[config.mk]
export PLATFORM = sky130hd
export DESIGN_NAME = pcs_cfg_top
export DESIGN_NICKNAME = d
export VERILOG_FILES = /design/src/core/pcs_pkg.sv /design/src/core/pcs_cfg_top.sv /design/src/core/pcs_desc_timer.sv
export VERILOG_INCLUDE_DIRS = /design/src /design/src/core
export SDC_FILE = /design/constraint.sdc
export NUM_CORES = 1
export LEC_CHECK = 0
export ABC_AREA = 1
export BUFFER_PORTS_ARGS = -buffer_cell sky130_fd_sc_hd__buf_2
export CAP_MARGIN = 5
export CORE_ASPECT_RATIO = 1.75
export CORE_MARGIN = 2
export CORE_UTILIZATION = 45
export CTS_CLUSTER_DIAMETER = 60
export DETAILED_ROUTE_END_ITERATION = 10
export GPL_ROUTABILITY_DRIVEN = 1
export PLACE_DENSITY = 0.78
export SLEW_MARGIN = 20
export SYNTH_ARGS = -nofsm -noshare
export SYNTH_HDL_FRONTEND = slang
export SYNTH_SLANG_ARGS = --single-unit
[constraint.sdc]
create_clock -name SYS_CLK -period 1.5 [get_ports SYS_CLK]
set_input_delay 0.3 -clock SYS_CLK [delete_from_list [all_inputs] [get_ports SYS_CLK]]
set_output_delay 0.3 -clock SYS_CLK [all_outputs]
set_load 0.01 [all_outputs]
[src/core/pcs_cfg_defs.svh]
// Constants for the 100 Mb/s coding sublayer configuration register bank.
// Assumes inclusion by bare name from the package and the top module.
`ifndef PCS_CFG_DEFS_SVH
`define PCS_CFG_DEFS_SVH

// ------------------------------------------------------------
// Register indices (byte address is four times the index)
// ------------------------------------------------------------
`define PCS_IDX_CFG_STATUS 8'h16
`define PCS_IDX_SUMMARY 8'h10

// ------------------------------------------------------------
// Field positions of the configuration register
// ------------------------------------------------------------
`define PCS_BIT_RX_FREE_CLK 11
`define PCS_BIT_TRUE_QUIET 10
`define PCS_BIT_SD_OVERRIDE 9
`define PCS_BIT_SD_POLICY 8
`define PCS_BIT_DESC_TIMEOUT 7
`define PCS_BIT_FORCE_GOOD 5
`define PCS_BIT_NRZI_BYPASS 2

// Writable bits; reserved positions stay zero whatever is written
`define PCS_CFG_WR_MASK 16'h0fa4
`define PCS_CFG_RESET 16'h0100

// ------------------------------------------------------------
// Field positions of the summary status register
// ------------------------------------------------------------
`define PCS_SUM_BIT_LINK 0
`define PCS_SUM_BIT_TIMEOUT 1
`define PCS_SUM_BIT_LEVEL 2
`define PCS_SUM_BIT_LOCK 3
`define PCS_SUM_BIT_LINK100 4

// ------------------------------------------------------------
// Timing
// ------------------------------------------------------------
`define PCS_CLK_PERIOD_NS 8
`define PCS_DESC_SHORT_NS 722000
`define PCS_DESC_LONG_NS 2000000
`define PCS_TIMER_W 18

`endif

[src/core/pcs_pkg.sv]
// Types shared by the coding sublayer configuration bank.
// Assumes the constants header sits beside it.
`include "pcs_cfg_defs.svh"

package pcs_pkg;

  // Software-visible configuration fields as the logic uses them
  typedef struct packed {
    logic rx_free_clk;
    logic true_quiet_enable;
    logic signal_detect_override;
    logic signal_detect_policy;
    logic descrambler_timeout_select;
    logic force_good_link;
    logic nrzi_bypass;
  } pcs_cfg_t;

  // Synchronised line conditions
  typedef struct packed {
    logic level_ok;
    logic desc_lock;
    logic link_10;
  } pcs_line_t;

  typedef enum logic {PCS_LINK_DOWN, PCS_LINK_UP} pcs_link_state_t;

endpackage : pcs_pkg

[src/core/pcs_cfg_top.sv]
// Configuration and status register bank of the 100 Mb/s coding sublayer.
// Assumes an Avalon-MM master on SYS_CLK and line pins from other clock domains.
//
// Function
// - Bits 15:13 read zero, writes dropped
// - True-quiet field quiets 100 Mb/s transmitter
// - Override field forces signal detect asserted
// - Policy one: link held by level alone
// - Policy zero: link needs level and lock
// - Timeout select: 2 ms or 722 us
// - Force-good field forces 100 Mb/s link
// - Bypass field skips NRZI coding
// - Summary link bit not cleared by read
//
// The Avalon-MM interface to the registers was chosen for this implementation.
`timescale 1ns/1ns
`default_nettype none
`include "pcs_cfg_defs.svh"

module pcs_cfg_top
  import pcs_pkg::*;
#(
  parameter int DESC_SHORT_CYCLES = `PCS_DESC_SHORT_NS / `PCS_CLK_PERIOD_NS,
  parameter int DESC_LONG_CYCLES = `PCS_DESC_LONG_NS / `PCS_CLK_PERIOD_NS
)
(
  input wire logic SYS_CLK,
  input wire logic RST_B,
  input wire logic [7:0] AVS_ADDRESS,
  input wire logic AVS_READ,
  input wire logic AVS_WRITE,
  input wire logic [31:0] AVS_WRITEDATA,
  input wire logic [3:0] AVS_BYTEENABLE,
  output logic [31:0] AVS_READDATA,
  output logic AVS_WAITREQUEST,
  input wire logic SIG_LEVEL_OK,
  input wire logic DESC_LOCK,
  input wire logic DESC_SYNC,
  input wire logic LINK_10_OK,
  output logic TX_TRUE_QUIET,
  output logic PMA_SIGNAL_DETECT,
  output logic DESC_TIMEOUT_LONG,
  output logic LINK_100_GOOD,
  output logic NRZI_BYPASS,
  output logic RX_FREE_CLK,
  output logic LINK_STATUS
);

  // ------------------------------------------------------------
  // Functions
  // ------------------------------------------------------------
  function automatic logic addr_hit(input logic [7:0] addr, input logic [7:0] idx);
    addr_hit = (addr == {idx[5:0], 2'b00});
  endfunction : addr_hit

  function automatic pcs_cfg_t unpack_cfg(input logic [15:0] word);
    pcs_cfg_t c;
    c.rx_free_clk = word[`PCS_BIT_RX_FREE_CLK];
    c.true_quiet_enable = word[`PCS_BIT_TRUE_QUIET];
    c.signal_detect_override = word[`PCS_BIT_SD_OVERRIDE];
    c.signal_detect_policy = word[`PCS_BIT_SD_POLICY];
    c.descrambler_timeout_select = word[`PCS_BIT_DESC_TIMEOUT];
    c.force_good_link = word[`PCS_BIT_FORCE_GOOD];
    c.nrzi_bypass = word[`PCS_BIT_NRZI_BYPASS];
    unpack_cfg = c;
  endfunction : unpack_cfg

  // ------------------------------------------------------------
  // Reset release
  // ------------------------------------------------------------
  logic rst_meta_ff;
  logic rst_sync_ff;

  always_ff @(posedge SYS_CLK or negedge RST_B)
  begin
    if (!RST_B)
    begin
      rst_meta_ff <= 1'b0;
      rst_sync_ff <= 1'b0;
    end
    else
    begin
      rst_meta_ff <= 1'b1;
      rst_sync_ff <= rst_meta_ff;
    end
  end

  logic rst_n;
  assign rst_n = rst_sync_ff;

  // ------------------------------------------------------------
  // Pin synchronisers
  // ------------------------------------------------------------
  logic [3:0] pin_meta_ff;
  logic [3:0] pin_sync_ff;
  logic sync_prev_ff;

  always_ff @(posedge SYS_CLK or negedge rst_n)
  begin
    if (!rst_n)
    begin
      pin_meta_ff <= 4'h0;
      pin_sync_ff <= 4'h0;
      sync_prev_ff <= 1'b0;
    end
    else
    begin
      pin_meta_ff <= {DESC_SYNC, LINK_10_OK, DESC_LOCK, SIG_LEVEL_OK};
      pin_sync_ff <= pin_meta_ff;
      sync_prev_ff <= pin_sync_ff[3];
    end
  end

  pcs_line_t line;
  logic sync_evt;

  always_comb
  begin
    line.level_ok = pin_sync_ff[0];
    line.desc_lock = pin_sync_ff[1];
    line.link_10 = pin_sync_ff[2];
    // Rising edge of the descrambler sync strobe restarts the watchdog
    sync_evt = pin_sync_ff[3] & ~sync_prev_ff;
  end

  // ------------------------------------------------------------
  // Bus slave
  // ------------------------------------------------------------
  // One wait state: a read is decoded in the first cycle and a write in the second; both are answered in the second
  logic ack_ff;
  logic nxt_ack;
  logic [31:0] rdata_ff;
  logic [31:0] nxt_rdata;
  logic [15:0] cfg_ff;
  logic [15:0] nxt_cfg;
  logic [15:0] summary;
  logic req;
  logic wr_take;
  localparam logic [15:0] cfg_wr_mask = `PCS_CFG_WR_MASK;

  assign req = AVS_READ | AVS_WRITE;
  assign wr_take = AVS_WRITE & ack_ff;

  always_comb
  begin
    nxt_ack = req & ~ack_ff;
    nxt_rdata = rdata_ff;
    if (AVS_READ && !ack_ff)
    begin
      if (addr_hit(AVS_ADDRESS, `PCS_IDX_CFG_STATUS))
      begin
        nxt_rdata = {16'h0000, cfg_ff};
      end
      else if (addr_hit(AVS_ADDRESS, `PCS_IDX_SUMMARY))
      begin
        // Reading has no side effect on any status bit
        nxt_rdata = {16'h0000, summary};
      end
      else
      begin
        nxt_rdata = 32'h0000_0000;
      end
    end
  end

  always_comb
  begin
    nxt_cfg = cfg_ff;
    if (wr_take && addr_hit(AVS_ADDRESS, `PCS_IDX_CFG_STATUS))
    begin
      // Reserved positions are not stored, so a careless write cannot set them
      if (AVS_BYTEENABLE[0])
      begin
        nxt_cfg[7:0] = AVS_WRITEDATA[7:0] & cfg_wr_mask[7:0];
      end
      if (AVS_BYTEENABLE[1])
      begin
        nxt_cfg[15:8] = AVS_WRITEDATA[15:8] & cfg_wr_mask[15:8];
      end
    end
  end

  always_ff @(posedge SYS_CLK or negedge rst_n)
  begin
    if (!rst_n)
    begin
      ack_ff <= 1'b0;
      rdata_ff <= 32'h0000_0000;
      cfg_ff <= `PCS_CFG_RESET;
    end
    else
    begin
      ack_ff <= nxt_ack;
      rdata_ff <= nxt_rdata;
      cfg_ff <= nxt_cfg;
    end
  end

  assign AVS_WAITREQUEST = req & ~ack_ff;
  assign AVS_READDATA = rdata_ff;

  pcs_cfg_t cfg;
  assign cfg = unpack_cfg(cfg_ff);

  // ------------------------------------------------------------
  // Descrambler lock watchdog
  // ------------------------------------------------------------
  logic lock_timed_out;

  pcs_desc_timer #(
    .SHORT_CYCLES(DESC_SHORT_CYCLES),
    .LONG_CYCLES(DESC_LONG_CYCLES)
  ) u_desc_timer (
    .clk(SYS_CLK),
    .rst_n(rst_n),
    .lock_in(line.desc_lock),
    .sync_evt(sync_evt),
    .long_sel(cfg.descrambler_timeout_select),
    .timed_out(lock_timed_out)
  );

  // ------------------------------------------------------------
  // Link qualification
  // ------------------------------------------------------------
  pcs_link_state_t state_ff;
  pcs_link_state_t nxt_state;
  logic sd_eff;
  logic lock_eff;

  always_comb
  begin
    sd_eff = line.level_ok | cfg.signal_detect_override;
    lock_eff = line.desc_lock & ~lock_timed_out;
    nxt_state = state_ff;
    case (state_ff)
      PCS_LINK_DOWN:
      begin
        if (sd_eff && lock_eff)
        begin
          nxt_state = PCS_LINK_UP;
        end
      end
      PCS_LINK_UP:
      begin
        if (cfg.signal_detect_policy)
        begin
          // Loss of lock alone keeps the link, only the level can drop it
          if (!sd_eff)
          begin
            nxt_state = PCS_LINK_DOWN;
          end
        end
        else if (!sd_eff || !lock_eff)
        begin
          nxt_state = PCS_LINK_DOWN;
        end
      end
      default:
      begin
        nxt_state = PCS_LINK_DOWN;
      end
    endcase
  end

  always_ff @(posedge SYS_CLK or negedge rst_n)
  begin
    if (!rst_n)
    begin
      state_ff <= PCS_LINK_DOWN;
    end
    else
    begin
      state_ff <= nxt_state;
    end
  end

  // ------------------------------------------------------------
  // Outputs and summary status
  // ------------------------------------------------------------
  logic link100_ff;
  logic nxt_link100;
  logic link_ff;
  logic nxt_link;
  logic sd_out_ff;
  logic nxt_sd_out;

  always_comb
  begin
    nxt_link100 = (state_ff == PCS_LINK_UP) | cfg.force_good_link;
    nxt_link = nxt_link100 | line.link_10;
    nxt_sd_out = sd_eff;
  end

  always_ff @(posedge SYS_CLK or negedge rst_n)
  begin
    if (!rst_n)
    begin
      link100_ff <= 1'b0;
      link_ff <= 1'b0;
      sd_out_ff <= 1'b0;
    end
    else
    begin
      link100_ff <= nxt_link100;
      link_ff <= nxt_link;
      sd_out_ff <= nxt_sd_out;
    end
  end

  always_comb
  begin
    summary = 16'h0000;
    summary[`PCS_SUM_BIT_LINK] = link_ff;
    summary[`PCS_SUM_BIT_TIMEOUT] = lock_timed_out;
    summary[`PCS_SUM_BIT_LEVEL] = line.level_ok;
    summary[`PCS_SUM_BIT_LOCK] = lock_eff;
    summary[`PCS_SUM_BIT_LINK100] = link100_ff;
  end

  assign TX_TRUE_QUIET = cfg.true_quiet_enable;
  assign PMA_SIGNAL_DETECT = sd_out_ff;
  assign DESC_TIMEOUT_LONG = cfg.descrambler_timeout_select;
  assign LINK_100_GOOD = link100_ff;
  assign NRZI_BYPASS = cfg.nrzi_bypass;
  assign RX_FREE_CLK = cfg.rx_free_clk;
  assign LINK_STATUS = link_ff;

endmodule : pcs_cfg_top

`default_nettype wire

[src/core/pcs_desc_timer.sv]
// Descrambler lock watchdog: flags loss of lock when no sync event arrives in time.
// Assumes sync_evt is a one-cycle pulse on the same clock.
`timescale 1ns/1ns
`default_nettype none
`include "pcs_cfg_defs.svh"

module pcs_desc_timer
  import pcs_pkg::*;
#(
  parameter int SHORT_CYCLES = `PCS_DESC_SHORT_NS / `PCS_CLK_PERIOD_NS,
  parameter int LONG_CYCLES = `PCS_DESC_LONG_NS / `PCS_CLK_PERIOD_NS
)
(
  input wire logic clk,
  input wire logic rst_n,
  input wire logic lock_in,
  input wire logic sync_evt,
  input wire logic long_sel,
  output logic timed_out
);

  logic [`PCS_TIMER_W-1:0] count_ff;
  logic [`PCS_TIMER_W-1:0] nxt_count;
  logic expired_ff;
  logic nxt_expired;
  logic [`PCS_TIMER_W-1:0] limit;

  // ------------------------------------------------------------
  // Next state
  // ------------------------------------------------------------
  always_comb
  begin
    limit = long_sel ? `PCS_TIMER_W'(LONG_CYCLES - 1) : `PCS_TIMER_W'(SHORT_CYCLES - 1);
    nxt_count = count_ff;
    nxt_expired = expired_ff;
    if (!lock_in || sync_evt)
    begin
      nxt_count = '0;
      nxt_expired = 1'b0;
    end
    else if (count_ff >= limit)
    begin
      // Select change mid-count takes effect at once against the new limit
      nxt_expired = 1'b1;
    end
    else
    begin
      nxt_count = count_ff + `PCS_TIMER_W'(1);
    end
  end

  // ------------------------------------------------------------
  // Registers
  // ------------------------------------------------------------
  always_ff @(posedge clk or negedge rst_n)
  begin
    if (!rst_n)
    begin
      count_ff <= '0;
      expired_ff <= 1'b0;
    end
    else
    begin
      count_ff <= nxt_count;
      expired_ff <= nxt_expired;
    end
  end

  assign timed_out = expired_ff;

endmodule : pcs_desc_timer

`default_nettype wire

==> metrics.md, run 1 <==
| Metric | Value |
|---|---|
| Status | complete, but fails checks |
| Violated checks | setup timing |
| Combinational share of power | 0.090 |
| Largest net degree at the start of global routing | between 50 and 60 |
| Crit-path max FO | 9 |
| Initial cell density of the core | 0.4660 |
| Pre-antenna DRT Iters | 6 |
| Startpoint Class | flop |
| Sw power | 692.2 µW |
| Clk pwr share | 0.372 |
| Fraction of layout cells with a size suffix above 1 | 0.2945 |
| DIE HEIGHT | 109.8 µm |
| WL final | between 7000 and 8000 µm |
| Iteration-0 DRC Markers | 187 |
| Clock skew | roughly 0.0037 ns |
| Required time of the critical path | 1.71 ns |
| Final period utilization | 1.214 |
| Die area | slightly above 7000 µm² |
| Sw Share | 0.2519 |
| Number of synthesized flops with an enable pin | 0 |
| Footprint of the multi-input gates | 1490 µm² |
| Global-route wire length before repair | 11230 µm |
| FFs w/ async S/R, synth | 1.000 |
| Clk sinks | 53 |
| Vias per cell | 4.990 |
| Power Dens Cells | 749.5 nW/µm² |
| Sequential share of the synthesized area | 0.4609 |
| Top cells by area, synth | dfrtp_1, nand2_1, nor2_1 |
| Worst Reg-to-Reg Cells | 10 |
| Ant. Diodes | 0 |
| Flop2flop setup slack | -0.32 ns |
| Overall Power | 2.748 mW |
| Avg Inst Size Synth | 7.935 µm² |
| Antenna violations before repair | 0 |
| Max Buffers Root-to-Sink | 2 |
| NumNets Final | roughly 500 |
| Reg clk slew, reported paths | ~0.1 ns |
| Startpoint of the worst hold path | DESC_SYNC |
| Vias in the first global route | 2513 |
| Top_reg_cell synth | dfrtp_1 |
| Row cnt | 38 |
| Slew Limit Fails | 0 |
| Number of fill cells | 514 |
| Crit path capture type | flop |
| Total CTS buffers | 5 |
| Leakage | between 1.5 and 2 nW |
| TritonCTS clock tree | done |
| DIE WIDTH | 64.48 µm |
| GPL Wtd Cong | 0.8785 |
| Internal power | 2.055 mW |
| Worst Setup EP | u_desc_timer.count_ff[12]$_DFFE_PN0P_ |
| Fin. Hold Viols | 0 |
| Yosys warning count | 0 |
| Post-synth cell types | 35 |
| DRC viols | 0 |
| DRT antenna net count | 0 |
| H-tree depth | 2 |
| Worst R2R Start | cfg_ff[7]$_DFFE_PN0P_ |
| Most area-hungry cell type in the Yosys netlist | dfrtp_1 |
| CP Launch Point | cfg_ff[7]$_DFFE_PN0P_ |
| CP Class | flop to flop |
| Max Cap Viol | 0 |
| Post-DP HPWL | approximately 5000 µm |
| Core Area | 6181 µm² |
| Area occupied by registers | 1330 µm² |
| Fin worst setup slack | -0.3205 ns |
| Buffers on Ports | 43 |
| CTS Root Cell | clkbuf_8 |
| Post-synth top area share | 0.4518 |
| RSZ-0062 raised after global routing | true |
| Hold WC Path Type | input pin to flop |
| Fmax | between 500 and 600 MHz |
| Final Setup Violations | 19 |
| WHS | about 0.084 ns |
| Clock latency on the worst-skew pair | 0.31 ns |
| I/O pin count | 92 |
| Min cycle time layout | 1.820 ns |
| Via count | 2585 |
| Peak VDD IR | approximately 0.0005 V |
| P&R area growth vs syn | 27.28% |
| Seq cells post-synth | 53 |
| Post-Syn Area | 2880 µm² |
| Total GRT Usage | 0.2076 |
| GRT overflow | 0 |
| Mapped Cells | roughly 360 |
| Sequential power share | 0.538 |
| Worst Path Arrival | between 2 and 2.5 ns |
| R2R Path End | u_desc_timer.count_ff[12]$_DFFE_PN0P_ |
| Routed wire length per instance | 13.65 µm |
## logic make-up (layout without fill, tap and decap cells)
logic type	after synthesis	count (layout)	share of synthesized area
flops	53	53	0.4609
fa+ha+maj	7	7	0.03041
xor+xnor	11	11	0.03345
simple gates	204	205	0.3076
buf+inv	61	115	0.1190
compound gates	25	25	0.04605
other cells	2	22	0.002607
## critical path, cell delays in order, from the launching register on
cell and delay [ns]:
dfrtp_2 0.43, clkinv_4 0.12, ha_4 0.29, nand2_2 0.07, nor2_4 0.12, and2_4 0.17, nand3_4 0.07, nand3_4 0.17
nand2_4 0.13, nand2_1 0.09, nand2_1 0.05
## metal layers
layer	routed length, µm	up-vias	part of all wire	global-route usage
li1	-	1246	-	-
met1	2449	1212	0.35	0.2022
met2	4012	104	0.57	0.4122
met3	345	23	0.049	0.03173
met4	262	0	0.037	0.1033
met5	0	-	0	0
## state kept, by name, summed over array words and instances (netlist names), 4 cells and up
signal                 flops
pin_meta_ff                4
cfg_ff                     7
pin_sync_ff                4
u_desc_timer.count_ff     18
AVS_READDATA              11
## cells in the mapped netlist (4+ instances only)
cell and n:
a21oi_1 4, buf_4 21, dfrtp_1 52, ha_1 7, inv_1 31, nand2_1 104, nand3_1 31, nand3_2 4
nor2_1 48, o21ai_0 15, xor2_1 8
## layout by cell type (no fill, tap or decap), types with 3 or more instances in the layout
master,count
nand3_1,21
clkbuf_8,5
nand2_1,100
buf_6,5
o21ai_1,3
nand4_1,3
xnor2_1,3
inv_1,29
nor2_1,45
o21ai_0,15
nand2_2,5
buf_2,43
nand3_2,12
dfrtp_1,50
xor2_1,8
ha_4,6
nor2_2,4
buf_4,24
conb_1,22
## area by class of cell
cell class,count,area share
Multi-Input combinational cell,270,0.4065
Sequential cell,53,0.3628
Timing Repair Buffer,75,0.1369
Inverter,32,0.03413
Tap cell,80,0.02730
Clock buffer,5,0.01877
Clock inverter,3,0.01365
## power groups by stage
stage	clock [mW]	sequential [mW]	combinational (mW)
floorplan	0	1.53	0.144
global placement	0	1.50	0.223
detailed placement	0	1.51	0.230
CTS	1.04	1.48	0.236
global route	1.11	1.48	0.279
finish	1.02	1.48	0.249
## per-stage QoR
step                setup WS [ns]  area [µm²]  setup TNS, ns  instances    util
floorplan                 -0.2070        3064         -3.221        383       -
global placement          -0.2424        3387         -4.041        506  0.5480
detailed placement        -0.2925        3387         -4.870        506  0.5480
CTS                       -0.2656        3575         -4.862        516  0.5783
global route              -0.3819        3666         -6.840        518  0.5931
finish                    -0.3205        3666         -5.711        518  0.5931
## worst min path at each step
| stage | to | slack [ns] | cells past startpoint |
|---|---|---|---|
| global placement | rst_meta_ff$_DFF_PN0_ | 0.08 | 1 |
| detailed placement | rst_meta_ff$_DFF_PN0_ | 0.09 | 1 |
| finish | pin_meta_ff[3]$_DFF_PN0_ | 0.08 | 1 |
| floorplan | rst_meta_ff$_DFF_PN0_ | 0.004 | 0 |
| CTS | pin_meta_ff[3]$_DFF_PN0_ | 0.07 | 1 |
| global route | pin_meta_ff[1]$_DFF_PN0_ | 0.07 | 1 |
## timing repair
| item | CTS | global route |
|---|---|---|
| resized for setup | 11 | 17 |
| hold buffers | 1 | 0 |
| setup endpoints to repair | 19 | 20 |
| setup buffers | 1 | 1 |
| hold endpoints to repair | 2 | 0 |
| cloned | 0 | 1 |
| pin swaps | 2 | 4 |
Note: power is estimated with default switching activity, not from simulation.
==> inputs of run 2 (changes only) <==
--- a/config.mk
+++ b/config.mk
@@ -15,7 +15,7 @@
 export CTS_CLUSTER_DIAMETER = 60
 export DETAILED_ROUTE_END_ITERATION = 10
 export GPL_ROUTABILITY_DRIVEN = 1
-export PLACE_DENSITY = 0.78
+export PLACE_DENSITY = 0.75
 export SLEW_MARGIN = 20
 export SYNTH_ARGS = -nofsm -noshare
 export SYNTH_HDL_FRONTEND = slang
==> metrics.md, run 2 (synthesized netlist as in run 1, its figures left out) <==
| Metric | Value |
|---|---|
| GPL Wtd Cong | 0.8632 (was 0.8785) |
| Routed wire length per instance | 12.56 µm (was 13.65 µm) |
| Cell Chain, Critical Path | buf_6 -> ha_4 -> a21oi_2 -> nand2_1 -> a21oi_2 -> nand3_4 -> buf_6 -> nor2_1 -> nor2_1 (was clkinv_4 -> ha_4 -> nand2_2 -> nor2_4 -> and2_4 -> nand3_4 -> nand3_4 -> nand2_4 -> nand2_1 -> nand2_1) |
| Largest reg by FF count | u_desc_timer.count_ff (unchanged) |
| Status | complete, but fails checks (unchanged) |
| Sw Share | 0.2467 (was 0.2519) |
| Crit path capture type | flop (unchanged) |
| Fin worst setup slack | -0.3010 ns (was -0.3205 ns) |
| Hold path depth | 1 (unchanged) |
| Fin. Hold Viols | 0 (unchanged) |
| WL final | 6492 µm (was 7069 µm) |
| Core Area | 6181 µm² (unchanged) |
| Post-DP HPWL | 4758 µm (was 4920 µm) |
| Internal power | 2.043 mW (was 2.055 mW) |
| Worst path max stage delay | 0.44 ns (was 0.43 ns) |
| Clk sinks | 53 (unchanged) |
| Vias per cell | 4.859 (was 4.990) |
| P&R area growth vs syn | 25.54% (was 27.28%) |
| Pre-antenna DRT Iters | 4 (was 6) |
| Via count | 2512 (was 2585) |
| CP top delay family | flip-flops (was simple AND/OR/NAND/NOR gates) |
| Combinational share of power | 0.089 (was 0.090) |
| Max Buffers Root-to-Sink | 2 (unchanged) |
| Total CTS buffers | 5 (unchanged) |
| WP depth | 9 (was 10) |
| RSZ-0062 raised after global routing | true (unchanged) |
| Setup tns final | -5.418 ns (was -5.711 ns) |
| Sw power | 669.1 µW (was 692.2 µW) |
| Commonest non-fill, non-tap cell in the layout | nand2_1 (unchanged) |
| NumNets Final | 495 (was 496) |
| Worst Reg-to-Reg Cells | 9 (was 10) |
| Place WS | -0.2919 ns (was -0.2925 ns) |
| Max Cap Viol | 0 (unchanged) |
| Min cycle time layout | 1.801 ns (was 1.820 ns) |
| DRC viols | 0 (unchanged) |
| Power Dens Cells | 750.0 nW/µm² (was 749.5 nW/µm²) |
| Fmax | 555.2 MHz (was 549.3 MHz) |
| Startpoint Class | flop (unchanged) |
| Buffers on Ports | 43 (unchanged) |
| Antenna violations before repair | 0 (unchanged) |
| Vias in the first global route | 2471 (was 2513) |
| GRT overflow | 0 (unchanged) |
| Die area | 7082 µm² (unchanged) |
| Required time of the critical path | 1.71 ns (about the same) |
| Initial cell density of the core | 0.4660 (unchanged) |
| Leakage | 1.780 nW (was 1.793 nW) |
| Slew Limit Fails | 0 (unchanged) |
| Sequential power share | 0.544 (was 0.538) |
| DIE HEIGHT | 109.8 µm (unchanged) |
| Final Setup Violations | 19 (unchanged) |
| CP max-delay cell | dfrtp_2 (unchanged) |
| Crit-path max FO | 8 (was 9) |
| Worst Path Arrival | 2.01 ns (was 2.03 ns) |
| Reg clk slew, reported paths | 0.10 ns (about the same) |
| WHS | 0.08187 ns (was 0.08360 ns) |
| Iteration-0 DRC Markers | 235 (was 187) |
| Most frequent cells in the layout | nand2_1, dfrtp_1, nor2_1 (unchanged) |
| Flop2flop setup slack | -0.30 ns (was -0.32 ns) |
| Clk pwr share | 0.366 (was 0.372) |
| Largest register FFs | 18 (unchanged) |
| Total GRT Usage | 0.1995 (was 0.2076) |
| Fraction of layout cells with a size suffix above 1 | 0.2815 (was 0.2945) |
| Largest net degree at the start of global routing | 52 (unchanged) |
| Clock latency on the worst-skew pair | 0.32 ns (was 0.31 ns) |
| CP Class | flop to flop (unchanged) |
| CTS Root Cell | clkbuf_8 (unchanged) |
| DRT antenna net count | 0 (unchanged) |
| Final period utilization | 1.201 (was 1.214) |
| TritonCTS clock tree | done (unchanged) |
| Peak VDD IR | 0.0005039 V (was 0.0004888 V) |
| Global-route wire length before repair | 10850 µm (was 11230 µm) |
| Violated checks | setup timing (unchanged) |
| H-tree depth | 2 (unchanged) |
| Overall Power | 2.712 mW (was 2.748 mW) |
| Ant. Diodes | 0 (unchanged) |
| Row cnt | 38 (unchanged) |
| Hold WC Path Type | input pin to flop (unchanged) |
| CP bufs+invs | 2 (was 1) |
| I/O pin count | 92 (unchanged) |
| Clock skew | 0.004951 ns (was 0.003654 ns) |
| Number of fill cells | 549 (was 514) |
| DIE WIDTH | 64.48 µm (unchanged) |
==> run 2: cell types whose count changed in the layout (fill, tap and decap cells not counted), sizes merged <==
cell	before	now
buf	74	73
==> run 2: cell type report <==
class | count | area (µm²) | share of cell area
clock inverters | 3 | 43.79 | 0.01211
flip-flops and latches | 53 | 1330 | 0.3678
well taps | 80 | 100.1 | 0.02768
inverters | 32 | 125.1 | 0.03460
clock buffers | 5 | 68.82 | 0.01903
multi-input cells | 270 | 1458 | 0.4031
repair buffers | 74 | 490.5 | 0.1356
==> run 2: metrics by stage <==
step,instances,area [µm²],utilization
finish,517,3616,0.5850
global placement,504,3372,0.5455
floorplan,383,3064,-
detailed placement,504,3372,0.5455
global route,517,3616,0.5850
CTS,514,3542,0.5731
==> run 2: metal layers <==
metal | up-vias | routed length, µm | track usage
li1 | 1242 | - | -
met1 | 1182 | 2369 | 0.1974
met2 | 70 | 3627 | 0.3958
met3 | 18 | 263 | 0.02764
met4 | 0 | 231 | 0.09726
met5 | - | 0 | 0
==> run 2: repair_timing <==
action | 4_1_cts | 5_1_grt
gates cloned | 0 | 1
hold buffers | 1 | 0
setup endpoints to repair | 19 | 20
resized for setup | 8 | 13
endpoints found under the hold margin | 2 | 0
pin swaps | 3 | 3
setup buffers | 1 | 2
==> run 2: final timing paths <==
check                                      start                                 end
min                                    DESC_LOCK            pin_meta_ff[1]$_DFF_PN0_
min reg2reg                      rst_n$_DFF_PN0_               LINK_STATUS$_DFF_PN0_
max reg2reg                cfg_ff[7]$_DFFE_PN0P_  u_desc_timer.timed_out$_DFFE_PN0P_
min in group asynchronous        rst_n$_DFF_PN0_               LINK_STATUS$_DFF_PN0_
max in group asynchronous        rst_n$_DFF_PN0_               cfg_ff[8]$_DFFE_PN1P_
max                        cfg_ff[7]$_DFFE_PN0P_  u_desc_timer.timed_out$_DFFE_PN0P_
==> run 2: worst register-to-register path: stages (launching register included) <==
cell and delay (ns):
dfrtp_2 0.44, buf_6 0.13, ha_4 0.24, a21oi_2 0.13, nand2_1 0.07, a21oi_2 0.19
nand3_4 0.17, buf_6 0.19, nor2_1 0.08, nor2_1 0.04
==> run 2: power by group through the flow <==
stage / Combinational (mW) / Sequential, mW / Clock, mW
after floorplan: 0.144 / 1.53 / 0
after CTS: 0.236 / 1.48 / 1.01
after global routing: 0.271 / 1.48 / 1.07
final: 0.242 / 1.48 / 0.994
after detailed placement: 0.230 / 1.51 / 0
after global placement: 0.224 / 1.50 / 0
